**config.mk**
```make
export PLATFORM = sky130hd
export DESIGN_NAME = uart_rx
export DESIGN_NICKNAME = d
export VERILOG_FILES = /design/src/core/uart_rx_pkg.sv /design/src/core/uart_rx.sv /design/src/core/rx_frame_buffer.sv
export SDC_FILE = /design/constraint.sdc
export NUM_CORES = 1
export LEC_CHECK = 0
export BUFFER_PORTS_ARGS = -buffer_cell sky130_fd_sc_hd__buf_2
export CAP_MARGIN = 20
export CORE_ASPECT_RATIO = 1.75
export CORE_MARGIN = 2
export CORE_UTILIZATION = 60
export CTS_CLUSTER_SIZE = 10
export DETAILED_ROUTE_END_ITERATION = 6
export PLACE_DENSITY_LB_ADDON = 0.25
export SLEW_MARGIN = 20
export SYNTH_ARGS = -nofsm -noshare
export SYNTH_HDL_FRONTEND = slang
export SYNTH_SLANG_ARGS = --single-unit
```
**constraint.sdc**
```tcl
create_clock -name pclk -period 6.4 [get_ports pclk]
set_input_delay 0.64 -clock pclk [delete_from_list [all_inputs] [get_ports pclk]]
set_output_delay 0.64 -clock pclk [all_outputs]
set_load 0.02 [all_outputs]
```
**src/core/uart_rx_pkg.sv**
```systemverilog
/*
  Shared constants for the serial receiver: APB register map, field
  positions, reset values and oversampling figures.
  Assumes a 32-bit APB bus with word-aligned registers.
*/
package uart_rx_pkg;
	// register byte addresses
	localparam logic [11:0] STATUS_OFS  = 12'h000;
	localparam logic [11:0] CTRL_B_OFS  = 12'h004;
	localparam logic [11:0] CTRL_C_OFS  = 12'h008;
	localparam logic [11:0] DATA_OFS    = 12'h00C;
	localparam logic [11:0] IRQ_OFS     = 12'h010;
	// status register fields
	localparam int PE_BIT   = 2;
	localparam int DOR_BIT  = 3;
	localparam int FE_BIT   = 4;
	localparam int U2X_BIT  = 1;
	localparam int RXC_BIT  = 7;
	// control b fields
	localparam int RECEIVED_NINTH_BIT_BIT  = 1;
	localparam int RECEIVER_ENABLE_BIT  = 4;
	localparam int RECEIVE_INTERRUPT_ENABLE_BIT = 7;
	localparam int SZ2_BIT   = 2;
	// control c fields
	localparam int SZ0_BIT   = 1;
	localparam int SZ1_BIT   = 2;
	localparam int STOP_BIT_COUNT_SELECT_BIT  = 3;
	localparam int PTYPE_BIT = 4;
	localparam int PEN_BIT   = 5;
	// reset values
	localparam logic [7:0] CTRL_B_RST = 8'h00;
	localparam logic [7:0] CTRL_C_RST = 8'h06;
	localparam logic       U2X_RST    = 1'b0;
	// oversampling and buffer depth
	localparam logic [3:0] SAMPLES_NORMAL = 4'hF;
	localparam logic [3:0] SAMPLES_DOUBLE = 4'h7;
	localparam logic [3:0] VOTE_NORMAL    = 4'h7;
	localparam logic [3:0] VOTE_DOUBLE    = 4'h3;
	localparam int         BUF_DEPTH      = 2;
endpackage : uart_rx_pkg

```
**src/core/uart_rx.sv**
```systemverilog
/*
  Receive half of the serial port: start-bit clock recovery with 16x or
  8x oversampling, three-sample majority data recovery, parity check,
  two-entry frame buffer with error flags, APB register access.
  Assumes a one-cycle oversampling tick from a baud generator on pclk
  and an asynchronous serial line that is synchronised here.
*/
`timescale 1ns/100ps
module uart_rx (
	// clock and reset
	input  wire logic        pclk,
	input  wire logic        presetn,
	// apb slave
	input  wire logic        psel,
	input  wire logic        penable,
	input  wire logic        pwrite,
	input  wire logic [11:0] paddr,
	input  wire logic [31:0] pwdata,
	input  wire logic [3:0]  pstrb,
	output logic      [31:0] prdata,
	output logic             pready,
	output logic             pslverr,
	// serial line and baud tick
	input  wire logic        rxd,
	input  wire logic        sample_tick,
	// pin override and interrupt
	output logic             rx_pin_override,
	output logic             rx_irq
);
	typedef enum logic [1:0] {IDLE, START, DATA, STOP} rx_state_t;

	// line synchroniser
	logic       rxd_meta_reg;
	logic       rxd_sync_reg;
	logic       rxd_prev_reg;
	// registers
	logic [7:0] ctrl_b_reg;
	logic [7:0] ctrl_c_reg;
	logic       u2x_reg;
	logic       dor_pend_reg;
	// receive engine
	rx_state_t  state_reg;
	logic [3:0] smp_reg;
	logic [3:0] bit_reg;
	logic [2:0] vote_reg;
	logic [8:0] shift_reg;
	logic       par_reg;
	logic       hold_reg;
	logic [11:0] hold_data_reg;
	// outputs
	logic [31:0] prdata_reg;
	logic        pready_reg;
	logic        pslverr_reg;
	logic        override_reg;
	logic        irq_reg;

	function automatic logic maj3(input logic [2:0] s);
		maj3 = (s[0] & s[1]) | (s[0] & s[2]) | (s[1] & s[2]);
	endfunction : maj3

	// configuration decode
	wire        rx_en    = ctrl_b_reg[uart_rx_pkg::RECEIVER_ENABLE_BIT];
	wire        par_en   = ctrl_c_reg[uart_rx_pkg::PEN_BIT];
	wire        par_odd  = ctrl_c_reg[uart_rx_pkg::PTYPE_BIT];
	wire [2:0]  char_sz  = {ctrl_b_reg[uart_rx_pkg::SZ2_BIT],
	                        ctrl_c_reg[uart_rx_pkg::SZ1_BIT],
	                        ctrl_c_reg[uart_rx_pkg::SZ0_BIT]};
	wire [3:0]  nbits    = (char_sz == 3'h7) ? 4'h9 :
	                       (char_sz > 3'h3) ? 4'h8 : 4'h5 + {2'b00, char_sz[1:0]};
	wire [3:0]  last_smp = u2x_reg ? uart_rx_pkg::SAMPLES_DOUBLE
	                               : uart_rx_pkg::SAMPLES_NORMAL;
	wire [3:0]  vote_lo  = u2x_reg ? uart_rx_pkg::VOTE_DOUBLE
	                               : uart_rx_pkg::VOTE_NORMAL;
	wire        in_vote  = (smp_reg >= vote_lo) && (smp_reg <= vote_lo + 4'h2);
	wire        vote_end = (smp_reg == vote_lo + 4'h2);
	wire        bit_end  = (smp_reg == last_smp);
	wire [2:0]  votes    = {vote_reg[1:0], rxd_sync_reg};
	wire        bit_val  = maj3(votes);
	wire        fall     = rxd_prev_reg && !rxd_sync_reg;

	// apb decode
	wire        apb_acc  = psel && penable;
	wire        apb_wr   = apb_acc && pwrite && pready_reg;
	wire        apb_rd   = apb_acc && !pwrite && pready_reg;
	wire        hit_st   = (paddr == uart_rx_pkg::STATUS_OFS);
	wire        hit_b    = (paddr == uart_rx_pkg::CTRL_B_OFS);
	wire        hit_c    = (paddr == uart_rx_pkg::CTRL_C_OFS);
	wire        hit_d    = (paddr == uart_rx_pkg::DATA_OFS);
	wire        hit_irq  = (paddr == uart_rx_pkg::IRQ_OFS);
	wire        mapped   = hit_st | hit_b | hit_c | hit_d | hit_irq;
	wire        pop      = apb_rd && hit_d;

	// buffer
	wire [11:0] head;
	wire        buf_ne;
	wire        buf_full;
	wire        flush    = !rx_en;
	wire        stop_done = (state_reg == STOP) && sample_tick && vote_end;
	wire        par_bad  = par_en && (par_reg ^ par_odd);
	// held frame moves to buffer whenever the buffer has room
	wire        push     = hold_reg && !buf_full;
	wire        new_start = (state_reg == START) && sample_tick && vote_end
	                        && !bit_val;
	wire        overrun  = new_start && hold_reg && buf_full;

	rx_frame_buffer #(
		.WIDTH (12),
		.DEPTH (uart_rx_pkg::BUF_DEPTH)
	) u_buf (
		.pclk      (pclk),
		.presetn   (presetn),
		.flush     (flush),
		.push      (push),
		.push_data (hold_data_reg),
		.pop       (pop),
		.head      (head),
		.not_empty (buf_ne),
		.full      (buf_full)
	);

	// head layout: {dor, fe, pe, ninth, data[7:0]}
	wire [7:0] st_rd;
	assign st_rd = {buf_ne, 2'b00, head[10] & buf_ne,
	                head[11] & buf_ne, head[9] & buf_ne,
	                u2x_reg, 1'b0};
	wire [7:0] b_rd = {ctrl_b_reg[7:2], head[8] & buf_ne, ctrl_b_reg[0]};
	wire [7:0] d_rd = buf_ne ? head[7:0] : 8'h00;
	wire [31:0] rd_mux = hit_st  ? {24'h000000, st_rd} :
	                     hit_b   ? {24'h000000, b_rd} :
	                     hit_c   ? {24'h000000, ctrl_c_reg} :
	                     hit_d   ? {24'h000000, d_rd} :
	                     hit_irq ? {31'h00000000, irq_reg} : 32'h00000000;

	// synchroniser: first stage read only by second
	always_ff @(posedge pclk or negedge presetn) begin
		if (!presetn) begin
			rxd_meta_reg <= 1'b1;
			rxd_sync_reg <= 1'b1;
			rxd_prev_reg <= 1'b1;
		end else begin
			rxd_meta_reg <= rxd;
			rxd_sync_reg <= rxd_meta_reg;
			// previous sample, so an edge between ticks is not missed
			if (sample_tick)
				rxd_prev_reg <= rxd_sync_reg;
		end
	end

	// software registers; error flags are not writable
	always_ff @(posedge pclk or negedge presetn) begin
		if (!presetn) begin
			ctrl_b_reg <= uart_rx_pkg::CTRL_B_RST;
			ctrl_c_reg <= uart_rx_pkg::CTRL_C_RST;
			u2x_reg    <= uart_rx_pkg::U2X_RST;
		end else if (apb_wr) begin
			if (hit_b && pstrb[0])
				ctrl_b_reg <= {pwdata[7:2], 1'b0, pwdata[0]};
			if (hit_c && pstrb[0])
				ctrl_c_reg <= pwdata[7:0];
			if (hit_st && pstrb[0])
				u2x_reg <= pwdata[uart_rx_pkg::U2X_BIT];
		end
	end

	// receive engine
	always_ff @(posedge pclk or negedge presetn) begin
		if (!presetn) begin
			state_reg <= IDLE;
			smp_reg   <= 4'h0;
			bit_reg   <= 4'h0;
			vote_reg  <= 3'h0;
			shift_reg <= 9'h000;
			par_reg   <= 1'b0;
		end else if (!rx_en) begin
			state_reg <= IDLE;
			smp_reg   <= 4'h0;
		end else if (sample_tick) begin
			if (in_vote)
				vote_reg <= votes;
			smp_reg <= bit_end ? 4'h0 : smp_reg + 4'h1;
			unique case (state_reg)
				IDLE: begin
					smp_reg <= 4'h1;
					if (fall || !rxd_sync_reg && rxd_prev_reg)
						state_reg <= START;
					else
						smp_reg <= 4'h0;
				end
				START: if (vote_end) begin
					if (bit_val) begin
						state_reg <= IDLE;
						smp_reg   <= 4'h0;
					end else begin
						bit_reg   <= 4'h0;
						par_reg   <= 1'b0;
						// short characters read zero in the upper bits
						shift_reg <= 9'h000;
					end
				end else if (bit_end) begin
					state_reg <= DATA;
				end
				DATA: if (vote_end) begin
					if (bit_reg < nbits)
						shift_reg[bit_reg] <= bit_val;
					par_reg <= par_reg ^ bit_val;
					bit_reg <= bit_reg + 4'h1;
				end else if (bit_end &&
				             bit_reg == nbits + {3'b000, par_en}) begin
					state_reg <= STOP;
				end
				STOP: if (vote_end) begin
					state_reg <= IDLE;
					smp_reg   <= 4'h0;
				end
			endcase
		end
	end

	// shift register hand-off into buffer
	always_ff @(posedge pclk or negedge presetn) begin
		if (!presetn) begin
			hold_reg      <= 1'b0;
			hold_data_reg <= 12'h000;
			dor_pend_reg  <= 1'b0;
		end else if (!rx_en) begin
			hold_reg     <= 1'b0;
			dor_pend_reg <= 1'b0;
		end else begin
			if (overrun)
				dor_pend_reg <= 1'b1;
			else if (push)
				dor_pend_reg <= 1'b0;
			if (stop_done && !hold_reg) begin
				hold_reg      <= 1'b1;
				hold_data_reg <= {dor_pend_reg | overrun,
				                  !bit_val,
				                  par_bad,
				                  shift_reg[8:0] & {(nbits == 4'h9),
				                                    8'hFF}};
			end else if (push) begin
				hold_reg <= 1'b0;
			end
			// the waiting frame carries the loss to the reader
			if (overrun)
				hold_data_reg[11] <= 1'b1;
		end
	end

	// bus outputs and interrupt; errors never feed the interrupt
	always_ff @(posedge pclk or negedge presetn) begin
		if (!presetn) begin
			prdata_reg   <= 32'h00000000;
			pready_reg   <= 1'b0;
			pslverr_reg  <= 1'b0;
			override_reg <= 1'b0;
			irq_reg      <= 1'b0;
		end else begin
			pready_reg   <= psel && !pready_reg && !penable ? 1'b0 :
			                (apb_acc && !pready_reg);
			pslverr_reg  <= apb_acc && !pready_reg && !mapped;
			prdata_reg   <= (psel && !pwrite) ? rd_mux : 32'h00000000;
			override_reg <= rx_en;
			irq_reg      <= ctrl_b_reg[uart_rx_pkg::RECEIVE_INTERRUPT_ENABLE_BIT]
			                && buf_ne && !pop;
		end
	end

	assign prdata          = prdata_reg;
	assign pready          = pready_reg;
	assign pslverr         = pslverr_reg;
	assign rx_pin_override = override_reg;
	assign rx_irq          = irq_reg;
endmodule : uart_rx

```
**src/core/rx_frame_buffer.sv**
```systemverilog
/*
  Two-entry receive FIFO holding each frame with its ninth bit and
  error flags. Assumes push and pop come from the same clock domain.
*/
`timescale 1ns/100ps
module rx_frame_buffer #(
	parameter int WIDTH = 12,
	parameter int DEPTH = 2
) (
	// clock and reset
	input  wire logic             pclk,
	input  wire logic             presetn,
	// control
	input  wire logic             flush,
	// fill side
	input  wire logic             push,
	input  wire logic [WIDTH-1:0] push_data,
	// drain side
	input  wire logic             pop,
	output logic      [WIDTH-1:0] head,
	output logic                  not_empty,
	output logic                  full
);
	localparam int AW = (DEPTH > 1) ? $clog2(DEPTH) : 1;
	logic [WIDTH-1:0] mem [DEPTH];
	logic [AW-1:0]    rd_reg;
	logic [AW-1:0]    wr_reg;
	logic [AW:0]      cnt_reg;
	wire              do_push = push && !full;
	wire              do_pop  = pop && not_empty;

	function automatic logic [AW-1:0] inc(input logic [AW-1:0] p);
		inc = (p == AW'(DEPTH - 1)) ? '0 : p + 1'b1;
	endfunction : inc

	assign not_empty = (cnt_reg != '0);
	assign full      = (cnt_reg == (AW+1)'(DEPTH));
	assign head      = mem[rd_reg];

	always_ff @(posedge pclk) begin
		if (do_push)
			mem[wr_reg] <= push_data;
	end

	always_ff @(posedge pclk or negedge presetn) begin
		if (!presetn) begin
			rd_reg  <= '0;
			wr_reg  <= '0;
			cnt_reg <= '0;
		end else if (flush) begin
			rd_reg  <= '0;
			wr_reg  <= '0;
			cnt_reg <= '0;
		end else begin
			if (do_push)
				wr_reg <= inc(wr_reg);
			if (do_pop)
				rd_reg <= inc(rd_reg);
			cnt_reg <= cnt_reg + (AW+1)'(do_push) - (AW+1)'(do_pop);
		end
	end
endmodule : rx_frame_buffer

```
==> key figures <==
Yosys
  – Seq/Total Area, Yosys: 50.77%
  – Mapped Cells: 463
  – Cell with the most instances after synthesis: dfrtp_1
  – Post-synth EDFFs: 24
  – Seq cells post-synth: 95
  – Most frequent cells after synthesis: dfrtp_1, nand2_1, nor2_1
  – Synth area leader: dfrtp_1
  – Adder-Cell Fraction of Synth Area: 4.796%
  – Synth top area cells: dfrtp_1, edfxtp_1, mux2_2
  – Post-Syn Area per Cell: 10.65 sq um
  – XOR/XNOR Fraction of Synth Area: 1.954%
  – Synth Cell Area: 0.004931 sq mm
  – Top_reg_cell synth: dfrtp_1
  – Main combinational cell family by area after synthesis: simple AND/OR/NAND/NOR gates
  – Yosys warns: 0
  – Mux cell area share after synthesis: 6.293%
  – Distinct cells, synth: 62
  – Post-synthesis compound-gate area fraction: 10.81%
  – Area share of the largest cell type after synthesis: 33.49%
  – Post-synth ARST share: 74.74%
  – Simple-Gate Fraction of Synth Area: 19.11%

Setup path
  – CP arrival: 2920 ps
  – Worst R2R Start: ctrl_c_reg[1]$_DFFE_PN1P_
  – Setup crit end kind: flip-flop
  – FF-to-FF path depth: 9
  – Critical path peak fanout: 7
  – Worst setup SP type: flip-flop
  – Worst setup startpoint: ctrl_c_reg[1]$_DFFE_PN1P_
  – WP data required: 6630 ps
  – Critical path class: flip-flop to flip-flop

Flow run
  – Max cap viols: 0

Route
  – DR pass1 iterations: 4
  – Routed len/inst: 17.15 um
  – Routed Wire Length: 10,200 um
  – Vias per inst: 5.980
  – Vias: 3,558
  – Post-DRT Antenna Nets: 0
  – First DRT Iteration DRCs: 276
  – Remaining DRCs: 0

Timing
  – Final max-slew violation count: 0
  – Period utilization: 41.94%
  – TNS Setup: 0 ps
  – Min Tclk post-route: 2684 ps
  – Final Setup Violations: 0
  – Highest Clock Rate: 372.5 MHz
  – RSZ-0062 raised after global routing: false
  – Max-slew headroom: 32.20%
  – Worst slew pin tran: 1013 ps
  – Final hold violations: 0
  – Clock Skews: 9.892 ps

Clocking
  – H-tree depth: 3
  – Clk slew on worst S/H paths: 70 ps
  – Worst skew pair latency: 350 ps
  – Post-CTS Setup Bufs: 0
  – Total CTS buffers: 9
  – Root Buffer: clkbuf_16
  – CTS tree: yes
  – CTS Buffer Depth: 2
  – Sink Count: 95
  – Hold Buf Count CTS: 0
  – Post-CTS sizing: 0

Global route
  – All-layer global routing usage: 24.02%
  – Vias in the first global route: 3,496
  – Largest net degree at the start of global routing: 72
  – Overflow after GRT: 0
  – Initial antenna violation count: 0
  – First-pass GRT wire length: 16,210 um

Final layout
  – Synthesis-to-finish area growth: 9.617%
  – Max reg flops: 24
  – Fillers: 583
  – Nets@finish: 573
  – Finished Core Util: 67.88%
  – Ratio of cells with drive above 1 in the final layout: 20.20%
  – Non-Filler Instances: 595
  – N_diodes: 0

Die
  – DIE AREA: 0.008988 sq mm
  – Core Region: 0.007963 sq mm
  – Core Rows: 43
  – Die Y: 123.9 um
  – Initial Util: 61.93%
  – # IOs: 91
  – Chip width: 72.53 um

Pwr
  – Leakage: 2.375 nW
  – Final Total Pwr: 0.001230 W
  – PD cells: 227.6 mW/mm^2
  – Peak supply drop: 0.0001868 V

Placement
  – Cells after DPL: 579
  – DP Wirelength: 7354 um
  – Final Wtd Congestion: 0.9163
  – IO buf count: 39

Hold path
  – Worst hold path depth: 0
  – Hold Startpoint: rxd_meta_reg$_DFF_PN1_
  – Min-Delay Path Class: flip-flop to flip-flop

Run status
  – Status: finished, final reports clean
power breakdown:
part	switching [W]	leakage (nW)	internal (W)	total (W)
clock network	0.000246	0.155	0.000312	0.000558
registers	0.00000106	1.13	0.000621	0.000623
logic	0.0000374	1.09	0.0000125	0.0000499
total	0.000284	2.38	0.000946	0.00123
worst max-delay path: stages, from the launching register on:
cell      delay [ps]
dfstp_2          600
ha_1             260
nor2b_1          130
o21ai_0          130
ha_1             290
o21ai_0          170
a32oi_1          130
a211oi_2         320
o21ai_2          160
a221o_1          390
final cells by class:
cell class,instances,area (sq um),area share (%)
clock inverter,7,88.84,1.644
inverter,17,63.81,1.181
sequential,95,2504,46.32
clock buffer,9,225.2,4.167
tap,90,112.6,2.083
multi-input combinational,337,2208,40.86
timing repair buffer,40,202.7,3.750
metal layers:
metal	up-vias	track usage [%]	part of all wire, %
met5	-	0	0
met4	0	10.88	2.6
met3	24	4.854	3.4
met2	107	44.94	56
met1	1742	25.16	38
li1	1685	-	-
layout by cell type, fill, tap and decap left out, types with 3 or more instances in the layout:
master     netlist  layout
dfrtp_1         66      66
xor2_1           5       5
ha_1            18      18
a211oi_1         4       4
and2_1           6       6
a222oi_1         4       4
mux2i_1          4       4
buf_2            3      39
nand2b_1         5       5
o31ai_1          3       3
o22ai_1          3       3
clkbuf_16        0       9
nor2b_1         11      11
nand4_1          3       3
nor3_2           4       4
nor3_1           9       9
dfstp_2          5       5
inv_1           17      17
xnor2_1          6       6
conb_1           1      24
o21ai_0         20      20
and3_1          13      13
a221o_1          7       7
nand3_1         13      13
a21oi_1         19      19
edfxtp_1        24      24
a22oi_1          3       3
mux2_2          24      24
nand3b_1         3       3
nor2_1          28      28
nand2_1         64      64
final timing paths:
path,end,slack (ps)
max,shift_reg[5]$_DFFE_PN0P_,3720
min,rxd_sync_reg$_DFF_PN1_,360
max reg2reg,shift_reg[5]$_DFFE_PN0P_,3720
min reg2reg,rxd_sync_reg$_DFF_PN1_,360
max in group asynchronous,hold_data_reg[8]$_DFFE_PN0P_,5330
min in group asynchronous,hold_data_reg[4]$_DFFE_PN0P_,490
metrics by stage:
stage	setup WS [ps]	hold slack, ps	instance area [sq um]
2_1_floorplan	4004	344.4	5017
3_3_place_gp	3707	348.8	5091
3_5_place_dp	3631	347.3	5091
4_1_cts	3723	360.4	5405
5_1_grt	3486	369.1	5405
6_report	3716	358.8	5405
cells by family after synthesis:
logic type,Yosys count
multiplexers,28
flip-flops,95
AND/OR/NAND/NOR,176
AO/OA/AOI/OAI,79
XOR/XNOR,11
other,1
adder cells (fa/ha/maj),19
buffers and inverters,54
Power figures use the tool's default switching activity.
